[src/perf_mon_pkg.sv]
// Shared constants for the E1 performance monitor block.
`default_nettype none
package perf_mon_pkg;

  // Counters kept per link, in flag-vector order.
  localparam int NUM_CNT         = 9;
  localparam int CNT_LINE        = 0;
  localparam int CNT_FRAMING     = 1;
  localparam int CNT_CRC4        = 2;
  localparam int CNT_FAR_BLOCK   = 3;
  localparam int CNT_ALIGN_SHIFT = 4;
  localparam int CNT_SYNC_LOSS   = 5;
  localparam int CNT_PATTERN     = 6;
  localparam int CNT_NAT_FAR     = 7;
  localparam int CNT_NAT_CRC     = 8;

  // Width, first readout location and byte count of each counter.
  localparam int CNT_W     [NUM_CNT] = '{16, 12, 10, 10, 3, 5, 16, 10, 10};
  localparam int CNT_LOC   [NUM_CNT] = '{8, 2, 0, 12, 4, 5, 6, 14, 10};
  localparam int CNT_BYTES [NUM_CNT] = '{2, 2, 2, 2, 1, 1, 2, 2, 2};
  localparam int SNAP_W              = 16;

  // Register word indices; byte address is four times the index.
  localparam int          IDX_W               = 11;
  localparam int          AXI_ADDR_W          = 13;
  localparam logic [10:0] ACCESS_SELECT_IDX   = 11'h00e;
  localparam logic [10:0] ACCESS_READBACK_IDX = 11'h00f;
  localparam int          IDX_LINK_LSB        = 8;
  localparam logic [7:0]  UPDATE_CONTROL_OFF  = 8'hc2;
  localparam logic [7:0]  IRQ_EN_LOW_OFF      = 8'hc3;
  localparam logic [7:0]  IRQ_EN_HIGH_OFF     = 8'hc4;
  localparam logic [7:0]  FLAGS_LOW_OFF       = 8'hc5;
  localparam logic [7:0]  FLAGS_HIGH_OFF      = 8'hc6;

  // Field positions.
  localparam int SEL_ADDR_LSB    = 0;
  localparam int SEL_LINK_LSB    = 4;
  localparam int CTRL_AUTO_BIT   = 0;
  localparam int CTRL_MANUAL_BIT = 1;
  localparam int FLAG_HIGH_CNT   = 3;
  localparam int FLAG_LOW_CNT    = 6;

  // Reset values.
  localparam logic [6:0] SELECT_RST = 7'h00;
  localparam logic [1:0] CTRL_RST   = 2'h0;
  localparam logic [8:0] EN_RST     = 9'h000;
  localparam logic [8:0] FLAG_RST   = 9'h000;

  // Timing of the automatic snapshot.
  localparam int CLK_PERIOD_NS          = 50;
  localparam int SNAPSHOT_PERIOD_MS     = 1000;
  localparam int SNAPSHOT_PERIOD_CYCLES = SNAPSHOT_PERIOD_MS * 1000000 / CLK_PERIOD_NS;

  // AXI responses.
  localparam logic [1:0] RESP_OKAY   = 2'h0;
  localparam logic [1:0] RESP_SLVERR = 2'h2;

endpackage
`default_nettype wire
[src/axil_reg_port.sv]
// AXI4-Lite slave front end that turns bus transfers into register strobes.
`timescale 1ns/10ps
`default_nettype none
module axil_reg_port
  import perf_mon_pkg::*;
(
  // Clock and reset.
  input  wire logic                  aclk,
  input  wire logic                  aresetn,
  // Write address and data.
  input  wire logic [AXI_ADDR_W-1:0] s_axi_awaddr,
  input  wire logic                  s_axi_awvalid,
  output logic                       s_axi_awready,
  input  wire logic [31:0]           s_axi_wdata,
  input  wire logic [3:0]            s_axi_wstrb,
  input  wire logic                  s_axi_wvalid,
  output logic                       s_axi_wready,
  // Write response.
  output logic [1:0]                 s_axi_bresp,
  output logic                       s_axi_bvalid,
  input  wire logic                  s_axi_bready,
  // Read address and data.
  input  wire logic [AXI_ADDR_W-1:0] s_axi_araddr,
  input  wire logic                  s_axi_arvalid,
  output logic                       s_axi_arready,
  output logic [31:0]                s_axi_rdata,
  output logic [1:0]                 s_axi_rresp,
  output logic                       s_axi_rvalid,
  input  wire logic                  s_axi_rready,
  // Register side.
  output logic                       wr_en,
  output logic [IDX_W-1:0]           wr_idx,
  output logic [7:0]                 wr_data,
  input  wire logic                  wr_err,
  output logic                       rd_en,
  output logic [IDX_W-1:0]           rd_idx,
  input  wire logic [31:0]           rd_data,
  input  wire logic                  rd_err
);

  logic aw_full_reg;
  logic w_full_reg;
  logic wstrb0_reg;
  logic do_write;

  assign s_axi_awready = ~aw_full_reg;
  assign s_axi_wready  = ~w_full_reg;
  assign do_write      = aw_full_reg & w_full_reg & ~s_axi_bvalid;
  assign wr_en         = do_write & wstrb0_reg;
  assign s_axi_arready = ~s_axi_rvalid;
  assign rd_en         = s_axi_arvalid & s_axi_arready;
  assign rd_idx        = s_axi_araddr[AXI_ADDR_W-1:2];

  // Address and data are caught independently, in either order.
  always_ff @(posedge aclk) begin
    if (!aresetn) begin
      aw_full_reg <= 1'b0;
      w_full_reg  <= 1'b0;
      wstrb0_reg  <= 1'b0;
      wr_idx      <= '0;
      wr_data     <= 8'h00;
    end else begin
      if (s_axi_awvalid && !aw_full_reg) begin
        aw_full_reg <= 1'b1;
        wr_idx      <= s_axi_awaddr[AXI_ADDR_W-1:2];
      end else if (do_write) begin
        aw_full_reg <= 1'b0;
      end
      if (s_axi_wvalid && !w_full_reg) begin
        w_full_reg <= 1'b1;
        wr_data    <= s_axi_wdata[7:0];
        wstrb0_reg <= s_axi_wstrb[0];
      end else if (do_write) begin
        w_full_reg <= 1'b0;
      end
    end
  end

  // Write response follows the register update.
  always_ff @(posedge aclk) begin
    if (!aresetn) begin
      s_axi_bvalid <= 1'b0;
      s_axi_bresp  <= RESP_OKAY;
    end else if (do_write) begin
      s_axi_bvalid <= 1'b1;
      s_axi_bresp  <= wr_err ? RESP_SLVERR : RESP_OKAY;
    end else if (s_axi_bready) begin
      s_axi_bvalid <= 1'b0;
    end
  end

  // Read data is captured on the same edge that takes the address; rvalid rises on that edge too.
  always_ff @(posedge aclk) begin
    if (!aresetn) begin
      s_axi_rvalid <= 1'b0;
      s_axi_rdata  <= 32'h0;
      s_axi_rresp  <= RESP_OKAY;
    end else if (rd_en) begin
      s_axi_rvalid <= 1'b1;
      s_axi_rdata  <= rd_data;
      s_axi_rresp  <= rd_err ? RESP_SLVERR : RESP_OKAY;
    end else if (s_axi_rready) begin
      s_axi_rvalid <= 1'b0;
    end
  end

endmodule
`default_nettype wire

[src/e1_performance_monitor.sv]
// Per-link E1 performance monitor with snapshot readout over AXI4-Lite.
`timescale 1ns/10ps
`default_nettype none
module e1_performance_monitor
  import perf_mon_pkg::*;
#(
  parameter int NUM_LINKS     = 8,
  parameter int SECOND_CYCLES = SNAPSHOT_PERIOD_CYCLES
) (
  // Clock and reset.
  input  wire logic                  aclk,
  input  wire logic                  aresetn,
  // AXI4-Lite write channels.
  input  wire logic [AXI_ADDR_W-1:0] s_axi_awaddr,
  input  wire logic                  s_axi_awvalid,
  output logic                       s_axi_awready,
  input  wire logic [31:0]           s_axi_wdata,
  input  wire logic [3:0]            s_axi_wstrb,
  input  wire logic                  s_axi_wvalid,
  output logic                       s_axi_wready,
  output logic [1:0]                 s_axi_bresp,
  output logic                       s_axi_bvalid,
  input  wire logic                  s_axi_bready,
  // AXI4-Lite read channels.
  input  wire logic [AXI_ADDR_W-1:0] s_axi_araddr,
  input  wire logic                  s_axi_arvalid,
  output logic                       s_axi_arready,
  output logic [31:0]                s_axi_rdata,
  output logic [1:0]                 s_axi_rresp,
  output logic                       s_axi_rvalid,
  input  wire logic                  s_axi_rready,
  // Error events, one bit per link, one-cycle pulses.
  input  wire logic [NUM_LINKS-1:0]  line_violation_evt,
  input  wire logic [NUM_LINKS-1:0]  framing_error_evt,
  input  wire logic [NUM_LINKS-1:0]  crc4_error_evt,
  input  wire logic [NUM_LINKS-1:0]  far_block_error_evt,
  input  wire logic [NUM_LINKS-1:0]  align_shift_evt,
  input  wire logic [NUM_LINKS-1:0]  sync_loss_evt,
  input  wire logic [NUM_LINKS-1:0]  pattern_error_evt,
  input  wire logic [NUM_LINKS-1:0]  national_far_error_evt,
  input  wire logic [NUM_LINKS-1:0]  national_crc_error_evt,
  // Overflow interrupt, active high level.
  output logic                       overflow_irq
);

  localparam int SEC_W = $clog2(SECOND_CYCLES);

  if (NUM_LINKS < 1 || NUM_LINKS > 8) begin : g_bad_links
    $error("NUM_LINKS must be 1 to 8");
  end
  if (SECOND_CYCLES < 2) begin : g_bad_period
    $error("SECOND_CYCLES must be at least 2");
  end

  // Bus strobes.
  logic             wr_en;
  logic [IDX_W-1:0] wr_idx;
  logic [7:0]       wr_data;
  logic             wr_err;
  logic             rd_en;
  logic [IDX_W-1:0] rd_idx;
  logic [31:0]      rd_data;
  logic             rd_err;

  // Software-visible state, and the last manual bit for edge detection.
  logic [6:0]         select_reg;
  logic [7:0]         readback_reg;
  logic [1:0]         ctrl_reg     [NUM_LINKS];
  logic               manual_prev  [NUM_LINKS];
  logic [NUM_CNT-1:0] en_reg       [NUM_LINKS];
  logic [NUM_CNT-1:0] flag_reg     [NUM_LINKS];

  // Counter plumbing.
  logic [SEC_W-1:0]   sec_cnt_reg;
  logic               sec_tick;
  logic               snapshot     [NUM_LINKS];
  logic [NUM_CNT-1:0] evt          [NUM_LINKS];
  logic [NUM_CNT-1:0] ovf          [NUM_LINKS];
  logic [127:0]       link_img     [NUM_LINKS];
  logic [NUM_LINKS-1:0] irq_link;

  // Write, read and select decode helpers.
  logic [2:0] wr_link;
  logic [7:0] wr_off;
  logic       wr_link_ok;
  logic [2:0] rd_link;
  logic [7:0] rd_off;
  logic       rd_link_ok;
  logic [2:0] sel_link;
  logic [3:0] sel_addr;

  axil_reg_port u_port (
    .aclk          (aclk),
    .aresetn       (aresetn),
    .s_axi_awaddr  (s_axi_awaddr),
    .s_axi_awvalid (s_axi_awvalid),
    .s_axi_awready (s_axi_awready),
    .s_axi_wdata   (s_axi_wdata),
    .s_axi_wstrb   (s_axi_wstrb),
    .s_axi_wvalid  (s_axi_wvalid),
    .s_axi_wready  (s_axi_wready),
    .s_axi_bresp   (s_axi_bresp),
    .s_axi_bvalid  (s_axi_bvalid),
    .s_axi_bready  (s_axi_bready),
    .s_axi_araddr  (s_axi_araddr),
    .s_axi_arvalid (s_axi_arvalid),
    .s_axi_arready (s_axi_arready),
    .s_axi_rdata   (s_axi_rdata),
    .s_axi_rresp   (s_axi_rresp),
    .s_axi_rvalid  (s_axi_rvalid),
    .s_axi_rready  (s_axi_rready),
    .wr_en         (wr_en),
    .wr_idx        (wr_idx),
    .wr_data       (wr_data),
    .wr_err        (wr_err),
    .rd_en         (rd_en),
    .rd_idx        (rd_idx),
    .rd_data       (rd_data),
    .rd_err        (rd_err)
  );

  // Per-link register block repeats at a fixed stride, link n in page n.
  assign wr_link    = wr_idx[IDX_LINK_LSB +: 3];
  assign wr_off     = wr_idx[7:0];
  assign wr_link_ok = 32'(wr_link) < NUM_LINKS;
  assign rd_link    = rd_idx[IDX_LINK_LSB +: 3];
  assign rd_off     = rd_idx[7:0];
  assign rd_link_ok = 32'(rd_link) < NUM_LINKS;
  assign sel_link   = select_reg[SEL_LINK_LSB +: 3];
  assign sel_addr   = select_reg[SEL_ADDR_LSB +: 4];

  // Unmapped write addresses answer with an error and change nothing.
  always_comb begin
    wr_err = 1'b1;
    if (wr_idx == ACCESS_SELECT_IDX || wr_idx == ACCESS_READBACK_IDX) begin
      wr_err = 1'b0;
    end else if (wr_link_ok && wr_off >= UPDATE_CONTROL_OFF && wr_off <= FLAGS_HIGH_OFF) begin
      wr_err = 1'b0;
    end
  end

  // One-second tick shared by all links.
  always_ff @(posedge aclk) begin
    if (!aresetn) begin
      sec_cnt_reg <= '0;
    end else if (sec_tick) begin
      sec_cnt_reg <= '0;
    end else begin
      sec_cnt_reg <= sec_cnt_reg + SEC_W'(1);
    end
  end

  assign sec_tick = sec_cnt_reg == SEC_W'(SECOND_CYCLES - 1);

  // Access select register.
  always_ff @(posedge aclk) begin
    if (!aresetn) begin
      select_reg <= SELECT_RST;
    end else if (wr_en && wr_idx == ACCESS_SELECT_IDX) begin
      select_reg <= wr_data[6:0];
    end
  end

  // Indirect readback byte, refreshed every cycle from the chosen snapshot.
  always_ff @(posedge aclk) begin
    if (!aresetn) begin
      readback_reg <= 8'h00;
    end else if (32'(sel_link) < NUM_LINKS) begin
      readback_reg <= link_img[sel_link][{sel_addr, 3'h0} +: 8];
    end else begin
      readback_reg <= 8'h00;
    end
  end

  genvar l;
  genvar k;
  for (l = 0; l < NUM_LINKS; l++) begin : g_link
    // Event bits in counter order.
    assign evt[l] = {national_crc_error_evt[l], national_far_error_evt[l], pattern_error_evt[l],
                     sync_loss_evt[l], align_shift_evt[l], far_block_error_evt[l],
                     crc4_error_evt[l], framing_error_evt[l], line_violation_evt[l]};

    // Automatic tick or manual rising edge starts a snapshot.
    assign snapshot[l] = (ctrl_reg[l][CTRL_AUTO_BIT] & sec_tick)
                       | (ctrl_reg[l][CTRL_MANUAL_BIT] & ~manual_prev[l]);

    // Update control and enable registers of this link.
    always_ff @(posedge aclk) begin
      if (!aresetn) begin
        ctrl_reg[l]    <= CTRL_RST;
        manual_prev[l] <= 1'b0;
        en_reg[l]      <= EN_RST;
      end else begin
        manual_prev[l] <= ctrl_reg[l][CTRL_MANUAL_BIT];
        if (wr_en && wr_link == 3'(l)) begin
          if (wr_off == UPDATE_CONTROL_OFF) begin
            ctrl_reg[l] <= wr_data[1:0];
          end
          if (wr_off == IRQ_EN_LOW_OFF) begin
            en_reg[l][NUM_CNT-1:FLAG_HIGH_CNT] <= wr_data[FLAG_LOW_CNT-1:0];
          end
          if (wr_off == IRQ_EN_HIGH_OFF) begin
            en_reg[l][FLAG_HIGH_CNT-1:0] <= wr_data[FLAG_HIGH_CNT-1:0];
          end
        end
      end
    end

    // Sticky flags: a new overflow wins over a clear in the same cycle.
    always_ff @(posedge aclk) begin
      if (!aresetn) begin
        flag_reg[l] <= FLAG_RST;
      end else if (wr_en && wr_link == 3'(l) && wr_off == FLAGS_LOW_OFF) begin
        flag_reg[l] <= (flag_reg[l] & ~{wr_data[FLAG_LOW_CNT-1:0], {FLAG_HIGH_CNT{1'b0}}}) | ovf[l];
      end else if (wr_en && wr_link == 3'(l) && wr_off == FLAGS_HIGH_OFF) begin
        flag_reg[l] <= (flag_reg[l] & ~{{FLAG_LOW_CNT{1'b0}}, wr_data[FLAG_HIGH_CNT-1:0]}) | ovf[l];
      end else begin
        flag_reg[l] <= flag_reg[l] | ovf[l];
      end
    end

    // Enabled flags of this link feed the shared interrupt.
    assign irq_link[l] = |(flag_reg[l] & en_reg[l]);

    for (k = 0; k < NUM_CNT; k++) begin : g_cnt
      logic [SNAP_W-1:0] snap_value;

      perf_counter #(
        .W (CNT_W[k])
      ) u_cnt (
        .aclk       (aclk),
        .aresetn    (aresetn),
        .event_in   (evt[l][k]),
        .snapshot   (snapshot[l]),
        .snap_value (snap_value),
        .overflow   (ovf[l][k])
      );

      // Snapshot placed at its readout locations, low byte first.
      assign link_img[l][CNT_LOC[k]*8 +: CNT_BYTES[k]*8] = snap_value[CNT_BYTES[k]*8-1:0];
    end
  end

  assign overflow_irq = |irq_link;

  // Register read multiplexer.
  always_comb begin
    rd_data = 32'h0;
    rd_err  = 1'b0;
    if (rd_idx == ACCESS_SELECT_IDX) begin
      rd_data = 32'(select_reg);
    end else if (rd_idx == ACCESS_READBACK_IDX) begin
      rd_data = 32'(readback_reg);
    end else if (rd_link_ok) begin
      unique case (rd_off)
        UPDATE_CONTROL_OFF: rd_data = 32'(ctrl_reg[rd_link]);
        IRQ_EN_LOW_OFF:     rd_data = 32'(en_reg[rd_link][NUM_CNT-1:FLAG_HIGH_CNT]);
        IRQ_EN_HIGH_OFF:    rd_data = 32'(en_reg[rd_link][FLAG_HIGH_CNT-1:0]);
        FLAGS_LOW_OFF:      rd_data = 32'(flag_reg[rd_link][NUM_CNT-1:FLAG_HIGH_CNT]);
        FLAGS_HIGH_OFF:     rd_data = 32'(flag_reg[rd_link][FLAG_HIGH_CNT-1:0]);
        default:            rd_err  = 1'b1;
      endcase
    end else begin
      rd_err = 1'b1;
    end
  end

endmodule
`default_nettype wire

[src/perf_counter.sv]
// One saturating event counter with snapshot-and-clear.
`timescale 1ns/10ps
`default_nettype none
module perf_counter
  import perf_mon_pkg::*;
#(
  parameter int W = 16
) (
  // Clock and reset.
  input  wire logic              aclk,
  input  wire logic              aresetn,
  // Event and snapshot strobe.
  input  wire logic              event_in,
  input  wire logic              snapshot,
  // Captured value and overflow pulse.
  output logic      [SNAP_W-1:0] snap_value,
  output logic                   overflow
);

  localparam logic [W-1:0] MAX = {W{1'b1}};

  logic [W-1:0] count_reg;

  if (W < 1 || W > SNAP_W) begin : g_bad_width
    $error("perf_counter width out of range");
  end

  // An event at the clear is kept as the first count of the new round.
  always_ff @(posedge aclk) begin
    if (!aresetn) begin
      count_reg <= '0;
    end else if (snapshot) begin
      count_reg <= W'(event_in);
    end else if (event_in && count_reg != MAX) begin
      count_reg <= count_reg + W'(1);
    end
  end

  // The snapshot holds the round just ended.
  always_ff @(posedge aclk) begin
    if (!aresetn) begin
      snap_value <= '0;
    end else if (snapshot) begin
      snap_value <= SNAP_W'(count_reg);
    end
  end

  // A full counter that sees one more event outside a snapshot overflows and then saturates.
  assign overflow = event_in & ~snapshot & (count_reg == MAX);

endmodule
`default_nettype wire

[config.mk]
export PLATFORM = sky130hd
export DESIGN_NAME = e1_performance_monitor
export DESIGN_NICKNAME = d
export VERILOG_FILES = /design/src/perf_mon_pkg.sv /design/src/axil_reg_port.sv /design/src/e1_performance_monitor.sv /design/src/perf_counter.sv
export SDC_FILE = /design/constraint.sdc
export NUM_CORES = 2
export LEC_CHECK = 0
export BUFFER_PORTS_ARGS = -buffer_cell sky130_fd_sc_hd__buf_2
export CORE_UTILIZATION = 59
export CTS_BUF_LIST = sky130_fd_sc_hd__clkbuf_4
export CTS_CLUSTER_DIAMETER = 50
export DETAILED_ROUTE_END_ITERATION = 8
export PLACE_DENSITY = 0.79
export SLEW_MARGIN = 20
export SYNTH_ARGS = -nofsm -noshare
export SYNTH_HDL_FRONTEND = slang
export SYNTH_SLANG_ARGS = --single-unit
[constraint.sdc]
create_clock -name aclk -period 2.4 [get_ports aclk]
set_input_delay 0.12 -clock aclk [delete_from_list [all_inputs] [get_ports aclk]]
set_output_delay 0.12 -clock aclk [all_outputs]
set_load 0.02 [all_outputs]
-- Yosys cells after proc, flatten, opt, wreduce, memory -nomap -nowiden
Memories as Yosys holds them, arrays and structs flattened.
Cells that the tools add are included.
- register bits: 1571
- bits in writable memories: 168
- bits of input ports: 141
- output and inout bits: 42
- logic and storage cells: 1352
- memories: 4
- memory list (name ; words ; bits a word ; read ports ; clocked after Yosys merged registers in ; wr ports ; line ; text):
    en_reg ; 8 ; 9 ; 9 ; 0 ; 8 ; e1_performance_monitor.sv:70 ; logic [NUM_CNT-1:0] en_reg [NUM_LINKS];
    flag_reg ; 8 ; 9 ; 9 ; 0 ; 8 ; e1_performance_monitor.sv:71 ; logic [NUM_CNT-1:0] flag_reg [NUM_LINKS];
    ctrl_reg ; 8 ; 2 ; 9 ; 0 ; 8 ; e1_performance_monitor.sv:68 ; logic [1:0] ctrl_reg [NUM_LINKS];
    manual_prev ; 8 ; 1 ; 8 ; 0 ; 8 ; e1_performance_monitor.sv:69 ; logic manual_prev [NUM_LINKS];
- add/subtract/negate cells: 73
- magnitude comparators: 3
- equality and inequality tests: 166
- shift operators: 1
- multiplexer cells: 385
- bitwise gates (word level): 300
- reduce and logical (&&, ||, !) cells: 191
- operators by type and width (cell ; count):
    $bmux 128 s3 ; 1
    $mux 1 ; 329
    $add 10x1->10 const B ; 32
    $eq 10x10->1 const B ; 32
    $ne 10x10->1 const B ; 32
    $add 16x1->16 const B ; 16
    $eq 16x16->1 const B ; 16
    $mux 128 ; 2
    $ne 16x16->1 const B ; 16
    $and 9x9->9 ; 24
    $mux 9 ; 24
    $or 9x9->9 ; 24
    $and 1x1->1 ; 164
    $reduce_bool 2->1 ; 76
    $shiftx 128x8->8 ; 1
    $logic_and 1x1->1 ; 100
    $add 12x1->12 const B ; 8
    $eq 12x12->1 const B ; 8
    $ne 12x12->1 const B ; 8
    $eq 8x8->1 const B ; 10
    $reduce_or 72->1 ; 1
    $or 1x1->1 ; 64
    $mux 6 ; 8
    $eq 11x4->1 const B ; 4
    26 further kinds ; 119

-- Longest topological paths before layout
- depth after elaboration: 11
- gate-level depth with buffers: 11
- mapped depth without buffers: 7

-- Cells and area by module
Synthesis repeated with hierarchy kept, for this count alone.
- cells, all modules: 9527
- area, all modules: 95197.6 um^2
- by module, submodules not included (module ; instances ; cells an instance ; area each (um^2) ; seq. area each (um^2)):
    perf_counter (g_link[0].g_cnt[2].u_cnt ...) ; 32 ; 110 ; 1071.0 ; 400.4
    perf_counter (g_link[0].g_cnt[0].u_cnt ...) ; 15 ; 148 ; 1456.4 ; 640.6
    e1_performance_monitor ; 1 ; 1641 ; 18885.6 ; 5765.5
    perf_counter (g_link[0].g_cnt[1].u_cnt ...) ; 8 ; 119 ; 1112.3 ; 480.5
    perf_counter (g_link[0].g_cnt[5].u_cnt ...) ; 8 ; 55 ; 524.3 ; 200.2
    perf_counter (g_link[0].g_cnt[4].u_cnt ...) ; 7 ; 41 ; 390.4 ; 120.1
    axil_reg_port ; 1 ; 271 ; 2463.6 ; 1161.1
    perf_counter (g_link[7].g_cnt[6].u_cnt) ; 1 ; 155 ; 1517.7 ; 640.6
    perf_counter (g_link[7].g_cnt[4].u_cnt) ; 1 ; 41 ; 386.6 ; 120.1

-- Worst setup path before layout
No wires, ideal clock.
- path type: register to register
- start: register u_port.s_axi_bvalid
- end: memory en_reg[0][3] (enable)
- setup time: 377 ps
- arrival: 1956 ps
- data required time: 2023 ps
- setup slack: 67 ps
- cell stages (with the launch flop): 7
- buffers on the path: 2
- clock period less this slack: 2333 ps
- cells stage by stage: dfxtp_1 -> and4b_1 -> buf_2 -> nand2b_1 -> or3_1 -> clkbuf_1 -> o21ai_0
- RTL lines (what ; line ; text):
    start: declaration ; axil_reg_port.sv:20 ; output logic s_axi_bvalid,
    start signal: assignment ; axil_reg_port.sv:82 ; s_axi_bvalid <= 1'b0;
    start signal: assignment ; axil_reg_port.sv:85 ; s_axi_bvalid <= 1'b1;
    start signal: assignment ; axil_reg_port.sv:88 ; s_axi_bvalid <= 1'b0;
    end: declaration ; e1_performance_monitor.sv:70 ;

==> results.json <==
{
  "status": "complete, but fails checks",
  "violations": "DRC, setup timing",
  "grt_pass1_wl_um": 393000,
  "yosysMostFrequentCell": "nand2_1",
  "floorplan.die_area_um2": 132000,
  "drv_slew": 0,
  "netlist.top_cell.by_area": "dfxtp_1",
  "synthArstFlopShare_pct": 0,
  "hold-path-cell-count": 7,
  "r2r_slack_ps": -180,
  "synth_commonest_cells": "nand2_1 (1,923), dfxtp_1 (1,553), nor2_1 (1,034)",
  "reg2reg_path_depth": 7,
  "area_added_between_synthesis_and_finish_pct": 20.7,
  "hold_path_end": "g_link[6].g_cnt[6].u_cnt.count_reg[15]$_SDFFE_PP0P_",
  "worst-slew-pin-transition_ps": 1180,
  "critical_path.endpoint_type": "primary output",
  "clock-sinks": 1713,
  "drt_first_iter_violations": 9887,
  "critical_path.cell_chain": "a22o_1, a221oi_2, nand4_1, nor4_2, nand4_1, buf_6",
  "grt_start_max_net_pins": 83,
  "yosysSeqAreaShare_pct": 46.6,
  "rsz0062_at_grt": "true",
  "drv_cap": 0,
  "grt_use_total_pct": 39.0,
  "worst-endpoint-required_ps": 2280,
  "via_per_inst": 6.16,
  "critical-path-top-cell-by-count": "nand4_1",
  "max_clock_freq_mhz": 274,
  "vias": 72579,
  "p_leak_nw": 32.7,
  "slowest_stage": "edfxtp_1",
  "clock_insertion_delay_worst_skew_ps": 1500,
  "tritoncts": "done",
  "grt_overflow": 0,
  "timing.hold.ws_ps": 91.8,
  "hpwlAfterDp_um": 186000,
  "reg2reg_to": "flag_reg[3][4]$_DFFE_PP_",
  "layout_worst_path_cycle_share_pct": 152,
  "ys_seq_elements": 1713,
  "critical_path.n_buffers_inverters": 1,
  "timing.critical_path.max_delay_family": "simple AND/OR/NAND/NOR gates",
  "fp.coreArea_um2": 129000,
  "initial_core_util_pct": 59.5,
  "fin_area_um2": 92900,
  "clock_tree.root_cell": "clkbuf_4",
  "met1_track_utilization_from_global_routing_pct": 51.9,
  "synth_warnings": 0,
  "grt_use_met2_pct": 56.2,
  "die_height_um": 363,
  "postSynthCellCount": 8750,
  "tritoncts.num_buffers": 445,
  "synth_edf_count": 160,
  "slowest_delay_ps": 620,
  "post-route-util_pct": 71.8,
  "hold_path.startpoint": "pattern_error_evt[6]",
  "timing_hold_violations_final": 0,
  "worst_clock_skew_ps": 196,
  "synthFlopType": "dfxtp_1",
  "synthesis.area_um2": 77000,
  "power-per-cell-area_nw_per_um2": 633,
  "drc": 209,
  "finalNetCount": 9933,
  "synth_cell_type_count": 82,
  "slew_headroom_pct": 20.9,
  "setup_viol": 57,
  "io_pins": 183,
  "final_layout_size_suffix_gt1_share_pct": 17.2,
  "postPlaceCellArea_um2": 81900,
  "cp-start-kind": "flop",
  "place.port_buffers": 124,
  "cts.path.max_buffers": 4,
  "hold_path_class": "in -> reg",
  "globalplace.congestion": 1.05,
  "detail_route.first_pass.iterations": 9,
  "grt_antenna_before_repair": 32,
  "timing.final.crit_period_ps": 3650,
  "number_of_rows_in_the_core_area": 132,
  "fp.dieW_um": 363,
  "worst_setup_hold_path_clk_slew_ps": 110,
  "vdd.ir_drop.worst_v": 0.000535,
  "grt_use_met3_pct": 11.5,
  "r2r_start": "u_port.wr_idx[0]$_SDFFE_PN0P_",
  "drtAntennaViolNets": 0,
  "wirelength_um": 277000,
  "synth.avg_cell_area_um2": 8.80,
  "synthTopCellsByArea": "dfxtp_1 (40%), nand2_1 (9.4%), mux4_2 (6.4%), edfxtp_1 (6.2%), a21oi_1 (5.6%)",
  "grt_pass1_vias": 66345,
  "crit_fanout": 3,
  "worst_slack_ps": -1250,
  "routedWlPerCell_um": 23.5,
  "critical_path_class": "reg -> out",
  "top_area_cell_type_share_of_the_netlist_area_pct": 40.4,
  "globalRoute.busiestLayer": "met2",
  "htreeDepth": 5,
  "worst_ep_arrival_time_ps": 3530
}
==> routing by layer <==
layer  up-vias  routed length, µm
met3      1114              35300
met4        28              19100
met2      4716             117000
met1     34476             105000
li1      32245                  -
met5         -                493
==> worst register-to-register path: stages, from the launching register on <==
cell	delay (ps)
dfxtp_1	660
nand4_1	330
buf_6	280
o31ai_1	410
buf_4	240
nand2_1	80
a32oi_1	220
nor2_1	90
==> cell families after synthesis <==
logic type,synth area share (%)
compound gates,9.79
flops,46.6
xor+xnor,6.67
buf+inv,3.77
fa+ha+maj,1.45
mux,9.12
simple gates,22.6
other cells,0.00976
==> power breakdown <==
| group | leakage [nW] | switching, mW | internal (mW) |
|---|---|---|---|
| sequential | 14.2 | 0.577 | 29.2 |
| clock | 3.23 | 12.3 | 12.7 |
| combinational | 15.3 | 2.42 | 1.61 |
| total | 32.7 | 15.3 | 43.5 |
==> worst max path at each step <==
| stage | from | end | slack [ps] | depth (start not counted) |
|---|---|---|---|---|
| final | flag_reg[0][3]$_DFFE_PP_ | overflow_irq | -1250 | 6 |
| after global placement | select_reg[4]$_SDFFE_PN0P_ | readback_reg[3]$_SDFF_PN0_ | -240 | 10 |
| after CTS | flag_reg[0][6]$_DFFE_PP_ | overflow_irq | -1120 | 6 |
| after global routing | flag_reg[0][3]$_DFFE_PP_ | overflow_irq | -1230 | 6 |
| after floorplan | u_port.s_axi_bvalid$_SDFFE_PN0P_ | en_reg[0][3]$_SDFFCE_PN0P_ | 70 | 6 |
| after detailed placement | select_reg[4]$_SDFFE_PN0P_ | readback_reg[3]$_SDFF_PN0_ | -230 | 10 |
==> final cells by class <==
class / count / area (µm²)
multi-input cells: 6522 / 39400
flip-flops and latches: 1713 / 35900
inverters: 96 / 368
diodes: 26 / 65.1
fillers: 9393 / 36500
repair buffers: 925 / 9600
clock inverters: 112 / 567
clock buffers: 640 / 4800
well taps: 1742 / 2180
==> layout by cell type (no fill, tap or decap), types with 98 or more instances in the layout <==
cell,n
nand3_1,267
mux2i_1,175
buf_4,351
o21ai_0,135
dfxtp_1,1542
and3_1,100
xor2_1,291
a21oi_1,816
edfxtp_1,160
xnor2_1,295
clkbuf_4,640
nand2_1,1912
dlygate4sd3_1,265
conb_1,98
buf_12,110
nor2_1,1028
mux4_2,220
nand4_1,211
nor3_1,130
buf_2,122
==> timing repair <==
item	in CTS	in global routing
buffers inserted	19	83
endpoints found under the setup margin	85	240
resized for setup	27	218
endpoints found under the hold margin	1575	1
pin swaps	4	58
hold buffers	270	1
gates cloned	3	36
==> metrics by stage <==
step	TNS [ps]	std cells	total power, mW	worst slack [ps]
global route	-10690	11762	60.6	-1230
detailed placement	-1270	10588	33.4	-230
CTS	-1140	11632	58.1	-1120
floorplan	0	8846	32.1	67.2
global placement	-1260	10588	33.4	-245
finish	-3910	11776	58.8	-1250
Power figures use the tool's default switching activity.
